### config.mk
export PLATFORM = sky130hd
export DESIGN_NAME = opc_regs
export DESIGN_NICKNAME = d
export VERILOG_FILES = /design/src/common/opc_pkg.sv /design/src/hdl/opc_rate_gate.sv /design/src/hdl/opc_regs.sv
export SDC_FILE = /design/constraint.sdc
export NUM_CORES = 1
export LEC_CHECK = 0
export BUFFER_PORTS_ARGS = -buffer_cell sky130_fd_sc_hd__buf_2
export CAP_MARGIN = 30
export CORE_MARGIN = 4
export CORE_UTILIZATION = 25
export DETAILED_ROUTE_END_ITERATION = 12
export GPL_ROUTABILITY_DRIVEN = 0
export PLACE_DENSITY = 0.55
export SLEW_MARGIN = 20
export SYNTH_ARGS = -nofsm -noshare
export SYNTH_HDL_FRONTEND = slang
export SYNTH_SLANG_ARGS = --single-unit
### constraint.sdc
create_clock -name clk_i -period 2.1 [get_ports clk_i]
set_input_delay 0.21 -clock clk_i [delete_from_list [all_inputs] [get_ports clk_i]]
set_output_delay 0.21 -clock clk_i [all_outputs]
set_load 0.01 [all_outputs]
### src/common/opc_pkg.sv
package opc_pkg;
    // ---------------------------------------------------------------
    // register map
    // ---------------------------------------------------------------
    localparam logic [1:0] OPC_ADDR_LOW = 2'h0;
    localparam logic [1:0] OPC_ADDR_HIGH = 2'h1;
    localparam logic [1:0] OPC_ADDR_RANGE = 2'h2;
    localparam int OPC_ADDR_W = 8;
    localparam int OPC_DATA_W = 16;
    localparam int OPC_WORD_W = 26;
    localparam int OPC_HIGH_W = 10;
    localparam int OPC_OE_BIT = 10;
    localparam int OPC_RANGE_W = 4;
    localparam logic [15:0] OPC_LOW_RST = 16'h0000;
    localparam logic [9:0] OPC_HIGH_RST = 10'h000;
    localparam logic OPC_OE_RST = 1'b0;
    localparam logic [3:0] OPC_RANGE_RST = 4'h0;
    // ---------------------------------------------------------------
    // offset word limits
    // ---------------------------------------------------------------
    localparam logic [25:0] OPC_WORD_RST = 26'h0000000;
    localparam logic [25:0] OPC_WORD_MINUS_EDGE = 26'h2000000;
    localparam logic [25:0] OPC_WORD_NEG_FULL = 26'h2000001;
    // ---------------------------------------------------------------
    // update rate
    // ---------------------------------------------------------------
    localparam int OPC_CLK_HZ = 40_000_000;
    localparam int OPC_UPD_MAX_HZ = 38_000;
    localparam int OPC_UPD_CYCLES = (OPC_CLK_HZ + OPC_UPD_MAX_HZ - 1) / OPC_UPD_MAX_HZ;
    localparam int OPC_GAP_W = 11;
    // ---------------------------------------------------------------
    // pull range table: code -> range in 0.01 ppm, step in 0.1 ppt
    // ---------------------------------------------------------------
    localparam int OPC_CPPM_W = 19;
    localparam int OPC_STEP_W = 10;
    localparam logic [18:0] OPC_RANGE_CPPM [0:15] = '{
        19'd625, 19'd1000, 19'd1250, 19'd2500, 19'd5000, 19'd8000, 19'd10000, 19'd12000,
        19'd15000, 19'd20000, 19'd40000, 19'd60000, 19'd80000, 19'd120000, 19'd160000, 19'd320000};
    localparam logic [9:0] OPC_STEP_DPPT [0:15] = '{
        10'd50, 10'd50, 10'd50, 10'd50, 10'd50, 10'd50, 10'd50, 10'd50,
        10'd50, 10'd50, 10'd100, 10'd140, 10'd210, 10'd320, 10'd470, 10'd940};
    typedef enum logic [1:0] {
        OPC_ST_LOAD = 2'b01,
        OPC_ST_RUN = 2'b10
    } opc_state_t;
endpackage

### src/hdl/opc_rate_gate.sv
`timescale 1ns/1ps
`default_nettype none
module opc_rate_gate
    import opc_pkg::*;
(
    input wire logic clk_i,
    input wire logic resetn_i,
    input wire logic start_i,
    output logic ready_o
);
    logic [OPC_GAP_W-1:0] cnt_r;
    logic [OPC_GAP_W-1:0] cnt_nxt;

    // reload on each update so the next one waits a full period
    assign cnt_nxt = start_i ? OPC_GAP_W'(OPC_UPD_CYCLES - 1) :
                     (cnt_r != '0) ? cnt_r - 1'b1 : cnt_r;
    assign ready_o = (cnt_r == '0);

    always_ff @(posedge clk_i or negedge resetn_i) begin
        if (!resetn_i) begin
            cnt_r <= '0;
        end else begin
            cnt_r <= cnt_nxt;
        end
    end
endmodule
`default_nettype wire

### src/hdl/opc_regs.sv
// Functional notes
// - power-up at nominal with factory pull range
// - host rewrites range and offset after power-up
// - four-bit field picks sixteen ranges
// - step 5 ppt up to 200 ppm
// - offset is 26-bit two's complement word
// - offset word resets to zero
// - low half 0x00, high half 0x01[9:0]
// - apply new word only on high write
// - word scales linearly, 33554431 is full range
// - never pull beyond selected range
// - software enable bit ignored under pin control
// - updates take effect at most 38 kHz
// - enable bit gates driver, resets off
// - unused upper bits read zero, writes ignored
// - range loads factory value, host may overwrite
`timescale 1ns/1ps
`default_nettype none
module opc_regs
    import opc_pkg::*;
(
    input wire logic clk_i,
    input wire logic resetn_i,
    input wire logic wr_en_i,
    input wire logic rd_en_i,
    input wire logic [OPC_ADDR_W-1:0] addr_i,
    input wire logic [OPC_DATA_W-1:0] wdata_i,
    input wire logic [OPC_RANGE_W-1:0] factory_range_i,
    input wire logic oe_sw_ctrl_i,
    input wire logic oe_pin_i,
    output logic [OPC_DATA_W-1:0] rdata_o,
    output logic [OPC_WORD_W-1:0] offset_word_o,
    output logic [OPC_RANGE_W-1:0] range_code_o,
    output logic [OPC_CPPM_W-1:0] range_cppm_o,
    output logic [OPC_STEP_W-1:0] step_dppt_o,
    output logic update_o,
    output logic drive_en_o
);
    // ---------------------------------------------------------------
    // state
    // ---------------------------------------------------------------
    opc_state_t state_r;
    logic [15:0] low_r;
    logic [OPC_HIGH_W-1:0] high_r;
    logic oe_bit_r;
    logic [OPC_RANGE_W-1:0] range_r;
    logic [OPC_WORD_W-1:0] staged_r;
    logic [OPC_WORD_W-1:0] staged_nxt;
    logic pend_r;
    logic pend_nxt;
    logic [OPC_WORD_W-1:0] applied_r;
    logic [OPC_DATA_W-1:0] rdata_r;
    logic [OPC_DATA_W-1:0] rdata_nxt;
    logic pin_s1_r;
    logic pin_s2_r;
    logic pin_s3_r;
    logic pin_lvl_r;
    logic drive_r;
    logic upd_r;
    logic [OPC_CPPM_W-1:0] cppm_r;
    logic [OPC_STEP_W-1:0] step_r;
    logic gate_ready;

    // ---------------------------------------------------------------
    // decode
    // ---------------------------------------------------------------
    wire logic loading = (state_r == OPC_ST_LOAD);
    wire logic hit_low = (addr_i == {6'h00, OPC_ADDR_LOW});
    wire logic hit_high = (addr_i == {6'h00, OPC_ADDR_HIGH});
    wire logic hit_range = (addr_i == {6'h00, OPC_ADDR_RANGE});
    wire logic wr_low = wr_en_i && hit_low;
    wire logic wr_high = wr_en_i && hit_high;
    wire logic wr_range = wr_en_i && hit_range && !loading;
    wire logic apply_go = pend_r && gate_ready;
    // low half comes from the register, so a same-word low write must precede
    wire logic [OPC_WORD_W-1:0] new_word = {wdata_i[OPC_HIGH_W-1:0], low_r};
    // the one code beyond -full scale is pulled back
    wire logic [OPC_WORD_W-1:0] clamped =
        (new_word == OPC_WORD_MINUS_EDGE) ? OPC_WORD_NEG_FULL : new_word;
    wire logic drive_nxt = oe_sw_ctrl_i ? oe_bit_r : pin_lvl_r;

    assign staged_nxt = wr_high ? clamped : staged_r;
    // a high write in the apply cycle keeps the flag up
    assign pend_nxt = wr_high ? 1'b1 : (apply_go ? 1'b0 : pend_r);
    assign rdata_nxt = !rd_en_i ? rdata_r :
                       hit_low ? low_r :
                       hit_high ? {5'h00, oe_bit_r, high_r} :
                       hit_range ? {12'h000, range_r} : 16'h0000;

    // ---------------------------------------------------------------
    // update pacing
    // ---------------------------------------------------------------
    opc_rate_gate u_gate (
        .clk_i(clk_i),
        .resetn_i(resetn_i),
        .start_i(apply_go),
        .ready_o(gate_ready)
    );

    // ---------------------------------------------------------------
    // registers
    // ---------------------------------------------------------------
    always_ff @(posedge clk_i or negedge resetn_i) begin
        if (!resetn_i) begin
            state_r <= OPC_ST_LOAD;
            range_r <= OPC_RANGE_RST;
        end else begin
            case (state_r)
                OPC_ST_LOAD: begin
                    range_r <= factory_range_i;
                    state_r <= OPC_ST_RUN;
                end
                OPC_ST_RUN: begin
                    if (wr_range) begin
                        range_r <= wdata_i[OPC_RANGE_W-1:0];
                    end
                end
                default: state_r <= OPC_ST_LOAD;
            endcase
        end
    end

    always_ff @(posedge clk_i or negedge resetn_i) begin
        if (!resetn_i) begin
            low_r <= OPC_LOW_RST;
            high_r <= OPC_HIGH_RST;
            oe_bit_r <= OPC_OE_RST;
        end else begin
            if (wr_low) begin
                low_r <= wdata_i;
            end
            if (wr_high) begin
                high_r <= wdata_i[OPC_HIGH_W-1:0];
            end
            if (wr_high && oe_sw_ctrl_i) begin
                oe_bit_r <= wdata_i[OPC_OE_BIT];
            end
        end
    end

    always_ff @(posedge clk_i or negedge resetn_i) begin
        if (!resetn_i) begin
            staged_r <= OPC_WORD_RST;
            pend_r <= 1'b0;
            applied_r <= OPC_WORD_RST;
            upd_r <= 1'b0;
        end else begin
            staged_r <= staged_nxt;
            pend_r <= pend_nxt;
            upd_r <= apply_go;
            if (apply_go) begin
                applied_r <= staged_r;
            end
        end
    end

    // table lookups registered so outputs leave from flops
    always_ff @(posedge clk_i or negedge resetn_i) begin
        if (!resetn_i) begin
            cppm_r <= '0;
            step_r <= '0;
        end else begin
            cppm_r <= OPC_RANGE_CPPM[range_r];
            step_r <= OPC_STEP_DPPT[range_r];
        end
    end

    // pin level counts only once stages two and three agree
    always_ff @(posedge clk_i or negedge resetn_i) begin
        if (!resetn_i) begin
            pin_s1_r <= 1'b0;
            pin_s2_r <= 1'b0;
            pin_s3_r <= 1'b0;
            pin_lvl_r <= 1'b0;
            drive_r <= 1'b0;
            rdata_r <= '0;
        end else begin
            pin_s1_r <= oe_pin_i;
            pin_s2_r <= pin_s1_r;
            pin_s3_r <= pin_s2_r;
            if (pin_s2_r == pin_s3_r) begin
                pin_lvl_r <= pin_s3_r;
            end
            drive_r <= drive_nxt;
            rdata_r <= rdata_nxt;
        end
    end

    assign rdata_o = rdata_r;
    assign offset_word_o = applied_r;
    assign range_code_o = range_r;
    assign range_cppm_o = cppm_r;
    assign step_dppt_o = step_r;
    assign update_o = upd_r;
    assign drive_en_o = drive_r;

    // ---------------------------------------------------------------
    // checks
    // ---------------------------------------------------------------
    logic [OPC_GAP_W-1:0] gap_r;
    logic seen_r;
    always_ff @(posedge clk_i or negedge resetn_i) begin
        if (!resetn_i) begin
            gap_r <= '0;
            seen_r <= 1'b0;
        end else begin
            seen_r <= seen_r || apply_go;
            gap_r <= apply_go ? OPC_GAP_W'(1) : ((&gap_r) ? gap_r : gap_r + 1'b1);
        end
    end
endmodule
`default_nettype wire

# ---- After elaboration in Yosys (flattened, before gate mapping)
# Memory sizes are Yosys's and may differ from the RTL's. A register that Yosys moved wholly into a read port is not among the register bits.
# Index checks and enable logic that the tools add are counted.
dict set report op_classes {
  add_sub_neg 1
  eq_ne 7
  muxes 12
  n_bitwise 1
  reduce_logical 16
}
# op n
set op_table {}
lappend op_table {{$mux W11} 3}
lappend op_table {{$eq A26 B26 Y1 const B} 1}
lappend op_table {{$mux W26} 1}
lappend op_table {{$mux W16} 1}
lappend op_table {{$logic_not A11 Y1} 1}
lappend op_table {{$reduce_bool A11 Y1} 1}
lappend op_table {{$sub A11 B1 Y11 const B} 1}
lappend op_table {{$eq A8 B1 Y1 const B} 1}
lappend op_table {{$eq A8 B2 Y1 const B} 1}
lappend op_table {{$logic_not A8 Y1} 1}
lappend op_table {{$mux W4} 2}
lappend op_table {{$pmux W4 S2} 1}
lappend op_table {{$logic_and A1 B1 Y1} 6}
lappend op_table {{$reduce_bool A2 Y1} 3}
lappend op_table {{$not A4 Y5} 1}
lappend op_table {{$pmux W2 S2} 1}
lappend op_table {{$logic_not A1 Y1} 3}
lappend op_table {{$mux W1} 3}
lappend op_table {{$eq A2 B1 Y1 const B} 1}
lappend op_table {{$eq A2 B2 Y1 const B} 1}
lappend op_table {{$ne A2 B2 Y1 const B} 1}
lappend op_table {{$reduce_and A2 Y1} 1}
lappend op_table {{$eq A1 B1 Y1} 1}
dict set report totals {
  regBits 119
  mem_bits_ro 464
  in_bits 34
  output_inout_bits 77
  elab_cells 55
  n_memories 2
}
# memory words width read_ports rd_clocked_by_memory_dff wr line_no
set mem_list {}
lappend mem_list {{(no name shown)} 16 19 1 1 0 opc_regs.sv:163} ;# cppm_r <= OPC_RANGE_CPPM[range_r];
lappend mem_list {{(no name shown)} 16 10 1 1 0 opc_regs.sv:164} ;# step_r <= OPC_STEP_DPPT[range_r];

# ---- Longest topological paths before layout
# Gate-level depths: netlist of run 1.
dict set report depth {
  ltp_word 5
  mapped_depth 7
  mapped_depth_nobuf 6
}

# ---- Cells and area by module
# A second synthesis of run 1 with hierarchy kept.
dict set report unflattened {
  cells_unflattened 442
  area_unflattened_um2 5941.9
}
# mod instances cells_per_inst area_each_um2 seq_area_each_um2
set by_module_without_submodules {}
lappend by_module_without_submodules {opc_regs 1 385 5367.6 3354.5}
lappend by_module_without_submodules {opc_rate_gate 1 57 574.3 275.3}

# ---- Worst setup path before layout of run 1
# No wires, ideal clock.
dict set report synth_timing {
  path_type {flip-flop to flip-flop}
  start {reg u_gate.cnt_r[8]}
  end {reg applied_r[10], in the netlist offset_word_o[10]}
  setup_time_ns 0.125
  arrival_ns 2.123
  required_ns 1.975
  slack_ns -0.147
  stages_incl_launch_ff 6
  path_buffers 2
  synth_period_minus_slack_ns 2.247
  path_cell_list {dfrtp_1 > or4_1 > buf_2 > nor4_4 > buf_6 > mux2_2}
}
dict set report synth_via {
  elab_chain_len 2
}
# item line_no
set synth_rtl {}
lappend synth_rtl {{start: declaration} opc_rate_gate.sv:11} ;# logic [OPC_GAP_W-1:0] cnt_r;
lappend synth_rtl {{start signal: assignment} opc_rate_gate.sv:23} ;# cnt_r <= cnt_nxt;
lappend synth_rtl {{$logic_not A11 Y1} opc_rate_gate.sv:17} ;# assign ready_o = (cnt_r == '0);
lappend synth_rtl {{$logic_and A1 B1 Y1} opc_regs.sv:74} ;# wire logic apply_go = pend_r && gate_ready;
lappend synth_rtl {{end signal: assignment} opc_regs.sv:152} ;# applied_r <= staged_r;
lappend synth_rtl {{end: declaration} opc_regs.sv:51} ;# logic [OPC_WORD_W-1:0] applied_r;
# Every way passes these cells.
# A chain may end at the register's enable or synchronous reset.

# ---- Final worst setup path of run 1
dict set report layout_timing {
  start {reg u_gate.cnt_r[2]}
  end {reg applied_r[2], in the netlist offset_word_o[2]}
}
# The elaborated chain is that of the path after synthesis.

==> results.toml, run 1 <==
[pwr]
max-vdd-ir-drop_uv = 382.8
clockPowerShare = 0.491
p_switching_mw = 1.580
swShare = 0.2353
cellLeakagePower_nw = 3.959
p_comb_frac = 0.069
intPower_mw = 5.134
p_seq_frac = 0.441
powerDensity_nw_per_um2 = 867.8

[critical_path]
slowest_stage = "or4_4"
cp_max_fo = 6
cp.arrival_ns = 2.37
crit_family = "simple AND/OR/NAND/NOR gates"
path_buf_inv = 2
critPathKind = "reg2reg"
critPathCaptureType = "flip-flop"
start_kind = "flip-flop"
path_cells = "or4_4 > nor4_4 > buf_4 > buf_8 > mux2_2"
slowest_delay_ns = 0.54
startpoint = "u_gate.cnt_r[2]"
worstPathRequired_ns = 2.41
r2r-start = "u_gate.cnt_r[2]"

[sta]
fin_setup_tns_ns = 0
relSlewSlack = 0.5128
fmax_ghz = 0.4839
hold_viol_final = 0
whs_ns = 0.04434
fin_worst_skew_ns = 0.01122
tightest_slew_ns = 0.7307
finalMaxSlewViolations = 0
finalSetupViolCount = 0
fin_crit_ns = 2.067
fin_crit_sh = 0.9841

[floorplanning]
die_w_um = 161.8
die_area_um2 = 26180
core_area_um2 = 23400
start_util = 0.2527
num_rows = 56
fp.dieH_um = 161.8
io_pins = 111

[placement]
dp_cells = 928
place_area_um2 = 6975
portBuffers = 109
dp_hpwl_um = 10810

[global_route]
grt_start_max_net_pins = 54
grt.overflow.total = 0
first_global_vias = 4253
grt_pass1_wl_um = 24260
antenna_found_initial = 2
grt_usage = 0.1188

[logic_synthesis]
synth.area.mux_share = 0.1276
synth_top_family_by_area = "simple AND/OR/NAND/NOR gates"
synth-edff-count = 0
synth.area.top_cells = "dfrtp_1 61%, mux2_2 8.8%, nand2_1 7.2%"
synth_compound_area_frac = 0.06644
synthAdderAreaFrac = 0.01862
async_flop_share = 1.000
seq_area_frac_synth = 0.6138
synth-main-ff-cell = "dfrtp_1"
postSynthAreaPerCell_um2 = 11.80
synth_xor_area_frac = 0.008887
synth-seq-cells = 145
netlist.area_leader.share = 0.6094
synthCells = 501
yosys.area.top_type = "dfrtp_1"
synth_nets = 543
yosys_warnings = 0
synth_cell_types = 47
synthSimpleGateAreaFrac = 0.1344
synthesis.area_um2 = 5913

[layout]
final_common_cell = "dfrtp_1"
area_growth_pct = 30.85
final_core_util = 0.3306
diodes = 0
fin_cells = 967
fin_area_um2 = 7737
layout-drive-gt1-share = 0.3488
final_cell_mix = "143 x dfrtp_1, 113 x nand2_1, 108 x buf_2"
fin_nets = 677

[clocking]
clock_latency_ns = 0.42
path_clk_slew_ns = 0.06
cts_made_buffers = 17
cts_buffer_depth = 2
cts_tree = "built"
htreeDepth = 4
cts.sink_count = 145
cts-root-buf = "clkbuf_16"

[routing]
wirelength_um = 15140
drc_errors = 0
drt_iter0_markers = 204
drtPass1Iterations = 4
via_count = 4072
ant_nets = 0
wl_per_cell_um = 15.66
viasPerCell = 4.211

[flow_run]
drv_cap = 0

[min_path]
hold_path_class = "in2reg"
worstHoldStart = "wdata_i[15]"

[outcome]
status = "complete, no violations"
==> final timing paths <==
check	endpoint	slack [ns]	depth (start not counted)
max	offset_word_o[2]	0.03	5
min	low_r[15]	0.04	2
max reg2reg	offset_word_o[2]	0.03	5
min reg2reg	pin_s2_r	0.35	0
max in group asynchronous	offset_word_o[10]	1.13	3
min in group asynchronous	range_cppm_o[3]	0.28	2
==> state kept, by name, summed over array words and instances, names as in the netlist <==
name,cells
pin_s2_r,1
step_dppt_o,8
rdata_o,16
u_gate.cnt_r,11
range_cppm_o,18
oe_bit_r,1
staged_r,26
high_r,10
offset_word_o,26
low_r,16
pin_lvl_r,1
state_r,2
pend_r,1
drive_en_o,1
update_o,1
pin_s1_r,1
range_code_o,4
pin_s3_r,1
==> kinds of logic after synthesis <==
| group | Yosys count |
|---|---|
| buf+inv | 39 |
| xor+xnor | 6 |
| mux | 69 |
| flops | 145 |
| compound gates | 58 |
| simple gates | 174 |
| other cells | 1 |
| fa+ha+maj | 9 |
==> per-stage QoR <==
| stage | power [mW] | worst slack (ns) |
|---|---|---|
| 6_report | 6.715 | 0.03329 |
| 4_1_cts | 6.800 | 0.04178 |
| 2_1_floorplan | 3.227 | -0.1472 |
| 3_3_place_gp | 3.478 | 0.06184 |
| 3_5_place_dp | 3.483 | 0.04701 |
| 5_1_grt | 6.997 | -0.01900 |
==> power by group through the flow <==
| stage | clock network, mW | logic [mW] | registers [mW] |
|---|---|---|---|
| global route | 3.51 | 0.520 | 2.97 |
| global placement | 0 | 0.465 | 3.01 |
| finish | 3.29 | 0.461 | 2.96 |
| floorplan | 0 | 0.199 | 3.03 |
| detailed placement | 0 | 0.469 | 3.01 |
| CTS | 3.36 | 0.473 | 2.96 |
==> per-layer routing <==
metal  share of wire  vias up  wire (um)  track usage
met5          0.0011        -         16            0
met4           0.012        4        181      0.04383
met3           0.055       15        826      0.03781
met2            0.47       84       7181       0.1800
met1            0.46     1981       6934       0.1601
li1                -     1988          -            -
==> layout make-up <==
cell class	instances	area (um^2)
clock inverters	12	196.4
inverters	13	48.80
clock buffers	20	446.7
fillers	2394	15670
repair buffers	141	875.8
multi-input cells	317	2140
well taps	319	399.1
flip-flops and latches	145	3631
==> synthesized netlist by cell type, types with 2 or more instances <==
library cell and count:
dfrtp_1 144, nand2_1 113, mux2_2 46, mux2i_1 18, nor2_1 18, clkbuf_1 17, a21oi_1 16, o21ai_0 12
inv_1 11, o2bb2ai_1 11, ha_1 8, nor4_1 7, or4_1 7, nor2b_1 6, nor3_1 6, a22o_1 5
and2_1 5, mux2_1 5, and3_1 3, buf_4 3, xnor2_1 3, xor2_1 3, buf_1 2, buf_2 2
buf_6 2, clkinv_1 2, nor4_4 2, o211ai_1 2, o22ai_1 2, or2_2 2, or3_1 2
==> repair_timing <==
| item | in CTS | in global routing |
|---|---|---|
| hold endpoints to repair | 46 | 0 |
| endpoints found under the setup margin | 0 | 28 |
| gates resized for setup | 0 | 11 |
| buffers inserted | 0 | 3 |
| hold buffers | 2 | 0 |
(Power assumes the default switching activity.)
==> run 2: changes to the inputs <==
- MAX_ROUTING_LAYER: unset -> met4
==> run 2 against run 1 <==
Net effect:
- global-route usage increased by 0.33 points
- critical path depth unchanged
- critical endpoint unchanged
- combinational power hardly changed
- cell area hardly changed
- sequential power about the same
==> results.toml, run 2 (synthesis results as in run 1) <==
[outcome]
status = "complete, no violations"

[sta]
fmax_ghz = 0.4856
finalMaxSlewViolations = 0
tightest_slew_ns = 0.7323
finalSetupViolCount = 0
fin_crit_sh = 0.9807
fin_crit_ns = 2.059
relSlewSlack = 0.5118
hold_viol_final = 0
fin_worst_skew_ns = 0.01298
setup_ws_ns = 0.04051
whs_ns = 0.04368

[critical_path]
r2r_end = "offset_word_o[2]"
crit_family = "simple AND/OR/NAND/NOR gates"
slowest_delay_ns = 0.54
critPathCaptureType = "flip-flop"
cp_max_fo = 6
cp.arrival_ns = 2.37
slowest_stage = "or4_4"
start_kind = "flip-flop"
reg2reg_depth = 5
worstPathRequired_ns = 2.41
path_buf_inv = 2
path_cells = "or4_4 > nor4_4 > buf_4 > buf_8 > mux2_2"
r2r-start = "u_gate.cnt_r[2]"
critPathKind = "reg2reg"
r2r_setup_slack_ns = 0.04

[routing]
wirelength_um = 15100
wl_met1_um = 7046
drc_errors = 0
wl_per_cell_um = 15.58
wl_met3_um = 703
top_layer_used = "met4"
drt_iter0_markers = 228
ant_nets = 0
viasPerCell = 4.200
drtPass1Iterations = 4
via_count = 4070
met2_length_um = 7176

[pwr]
cellLeakagePower_nw = 3.959
powerDensity_nw_per_um2 = 867.1
p_total_mw = 6.713
max-vdd-ir-drop_uv = 382.0

[floorplanning]
io_pins = 111
num_rows = 56
die_area_um2 = 26180
die_w_um = 161.8
start_util = 0.2527
core_area_um2 = 23400
fp.dieH_um = 161.8

[layout]
final_core_util = 0.3308
area_growth_pct = 30.94
final_common_cell = "dfrtp_1"
fin_nets = 677
final_cell_mix = "143 x dfrtp_1, 113 x nand2_1, 108 x buf_2"
layout-drive-gt1-share = 0.3488
nFillCells = 2395

[placement]
dp_hpwl_um = 10810
dp_slack_ns = 0.04701
portBuffers = 109

[flow_run]
drv_cap = 0

[clocking]
cts_tree = "built"
cts.sink_count = 145
cts-root-buf = "clkbuf_16"
cts_buffer_depth = 2
htreeDepth = 4
clock_latency_ns = 0.42
cts_made_buffers = 17
path_clk_slew_ns = 0.06

[min_path]
hold_path_class = "in2reg"
worstHoldPathCells = 2
worstHoldStart = "wdata_i[12]"
holdPathEnd = "low_r[12]"

[global_route]
grt_usage = 0.1221
grt_pass1_wl_um = 24200
first_global_vias = 4270
antenna_found_initial = 2
grt.overflow.total = 0
grt_start_max_net_pins = 54
-- run 2: cell type report --
cell class,instances,area [um^2],share of cell area
inverters,13,48.80,0.006303
multi-input cells,317,2140,0.2763
repair buffers,141,875.8,0.1131
well taps,319,399.1,0.05155
clock buffers,20,446.7,0.05769
diodes,2,5.005,0.0006464
flip-flops and latches,145,3631,0.4690
clock inverters,12,196.4,0.02537
-- run 2: worst max-delay path by stage --
stage | depth (start not counted) | slack (ns) | from | endpoint
after floorplan | 5 | -0.15 | u_gate.cnt_r[8] | offset_word_o[10]
after global placement | 5 | 0.06 | u_gate.cnt_r[2] | u_gate.cnt_r[2]
after detailed placement | 5 | 0.05 | u_gate.cnt_r[2] | u_gate.cnt_r[2]
after CTS | 5 | 0.04 | u_gate.cnt_r[2] | u_gate.cnt_r[2]
after global routing | 5 | -0.02 | u_gate.cnt_r[2] | offset_word_o[18]
final | 5 | 0.04 | u_gate.cnt_r[2] | offset_word_o[2]
-- run 2: routing by layer --
metal,vias up,GRT usage
li1,1995,-
met1,1982,0.1605
met2,85,0.1811
met3,8,0.03476
met4,0,0.04383
met5,-,-
-- run 2: worst register-to-register path, delay by kind of cell (launching register included) --
family        cells  cell delay, ns
buf+inv           2            0.34
simple gates      2            0.84
mux               1            0.33
flops             1            0.44
-- run 2: stage by stage --
stage	instances	setup TNS (ns)	area (um^2)
after floorplan	501	-2.573	5913
after global placement	928	0	6975
after detailed placement	928	0	6975
after CTS	962	0	7639
after global routing	969	-0.2248	7742
final	969	0	7742
-- run 2: timing repair --
item	in CTS	in global routing
hold buffers	2	0
resized for setup	0	11
endpoints found under the hold margin	46	0
setup buffers	0	3
endpoints found under the setup margin	0	28
-- run 2: power breakdown --
part / internal (mW) / switching, mW
clock: 2.06 / 1.23
combinational: 0.181 / 0.281
sequential: 2.90 / 0.0635
==> run 3: changes to the inputs <==
- CORE_ASPECT_RATIO: unset -> 1.1
==> run 3 against run 2 <==
Net effect:
- clock skew shrank 0.00080 ns
- sequential power is essentially flat
- wire length grew 1.3%
- largest power group unchanged
- clock power shrank 2%
==> results.toml, run 3 (synthesis results as in run 1) <==
[outcome]
status = "complete, no violations"

[floorplanning]
core_area_um2 = 23080
fp.dieH_um = 169.3
io_pins = 111
die_area_um2 = 26180
die_w_um = 154.6
num_rows = 58
start_util = 0.2562

[layout]
layout-drive-gt1-share = 0.3410
area_growth_pct = 29.45
fin_area_um2 = 7655
final_cell_mix = "144 x dfrtp_1, 113 x nand2_1, 108 x buf_2"
final_common_cell = "dfrtp_1"
fin_cells = 949
fin_nets = 677
nFillCells = 2362

[sta]
setup_ws_ns = 0.03353
tightest_slew_ns = 0.7033
fmax_ghz = 0.4839
relSlewSlack = 0.5311
fin_setup_tns_ns = 0
fin_crit_sh = 0.9840
hold_viol_final = 0
finalMaxSlewViolations = 0
finalSetupViolCount = 0
fin_worst_skew_ns = 0.01218
fin_crit_ns = 2.066

[global_route]
grt_start_max_net_pins = 58
first_global_vias = 4223
antenna_found_initial = 1
grt_pass1_wl_um = 24310
grt_usage = 0.1237
grt.overflow.total = 0

[clocking]
cts_tree = "built"
htreeDepth = 4
cts.sink_count = 145
path_clk_slew_ns = 0.06
cts_buffer_depth = 2
cts-root-buf = "clkbuf_16"
clock_latency_ns = 0.43
cts_made_buffers = 17

[routing]
via_count = 4142
wirelength_um = 15290
ant_nets = 0
drtPass1Iterations = 4
drc_errors = 0
viasPerCell = 4.365
drt_iter0_markers = 247
wl_per_cell_um = 16.11

[placement]
dp_slack_ns = 0.01568
portBuffers = 109
dp_cells = 910
dp_hpwl_um = 10920
place_area_um2 = 6947

[pwr]
swShare = 0.2322
intPower_mw = 5.101
p_seq_frac = 0.446
p_switching_mw = 1.543
max-vdd-ir-drop_uv = 600.1
cellLeakagePower_nw = 3.939
p_total_mw = 6.644
clockPowerShare = 0.485
powerDensity_nw_per_um2 = 868.0
p_comb_frac = 0.069

[critical_path]
critPathKind = "reg2reg"
start_kind = "flip-flop"
startpoint = "u_gate.cnt_r[2]"
worstPathRequired_ns = 2.41
cp.arrival_ns = 2.38
cp_max_fo = 13
critPathCaptureType = "flip-flop"
r2r-start = "u_gate.cnt_r[2]"

[min_path]
hold_path_class = "in2reg"
worstHoldStart = "wdata_i[14]"

[flow_run]
drv_cap = 0
-- run 3: changes by cell type in the layout (fill, tap and decap cells not counted), moves of 2 or more --
cell	delta
dlygate4sd3_1	+2
clkinv_2	+4
mux2_2	+3
inv_8	-3
mux2_1	+2
mux2_4	-5
-- run 3: stage by stage --
| stage | utilization | hold slack [ns] |
|---|---|---|
| finish | 0.3317 | 0.02125 |
| global route | 0.3317 | 0.005354 |
| CTS | 0.3299 | 0.001307 |
| detailed placement | 0.3010 | 0.2227 |
| global placement | 0.3010 | 0.2245 |
| floorplan | - | -0.08559 |
-- run 3: worst max-delay path: stages (launching register included) --
cell	delay, ns
dfrtp_1	0.40
or4_4	0.57
nor4_4	0.25
buf_4	0.19
clkbuf_16	0.19
mux2_2	0.34
-- run 3: worst paths after layout --
check | end | slack, ns | depth (start not counted)
setup reg to reg | offset_word_o[3] | 0.03 | 5
min in group asynchronous | drive_en_o | 0.32 | 2
hold / removal | low_r[14] | 0.02 | 2
max in group asynchronous | state_r[0] | 1.08 | 3
setup / recovery | offset_word_o[3] | 0.03 | 5
hold reg to reg | pin_s2_r | 0.35 | 0
-- run 3: area by class of cell --
type	instances	area [um^2]	area share
sequential	145	3630	0.4742
multi-input combinational	317	2116	0.2764
timing repair buffer	141	857.1	0.1120
clock buffer	19	442.9	0.05786
tap	300	375.4	0.04904
clock inverter	13	182.7	0.02386
inverter	13	48.80	0.006375
antenna	1	2.502	0.0003269
-- run 3: what timing repair did --
item | in CTS | in global routing
endpoints found under the hold margin | 56 | 0
hold buffers | 4 | 0
gates resized for setup | 0 | 2
buffers inserted | 0 | 1
endpoints found under the setup margin | 0 | 27
-- run 3: power groups by stage --
stage          Sequential [mW]  Clock, mW  Combinational [mW]
3_3_place_gp              3.02          0               0.457
2_1_floorplan             3.03          0               0.199
3_5_place_dp              3.02          0               0.463
5_1_grt                   2.98       3.42               0.519
6_report                  2.97       3.22               0.458
4_1_cts                   2.97       3.29               0.469
-- run 3: per-layer routing --
layer  global-route usage  vias to the layer above  share of wire
li1                     -                     1982              -
met4              0.04416                        0          0.016
met5                    -                        -              0
met1               0.1679                     2054           0.48
met3              0.02678                       19          0.032
met2               0.1835                       87           0.47
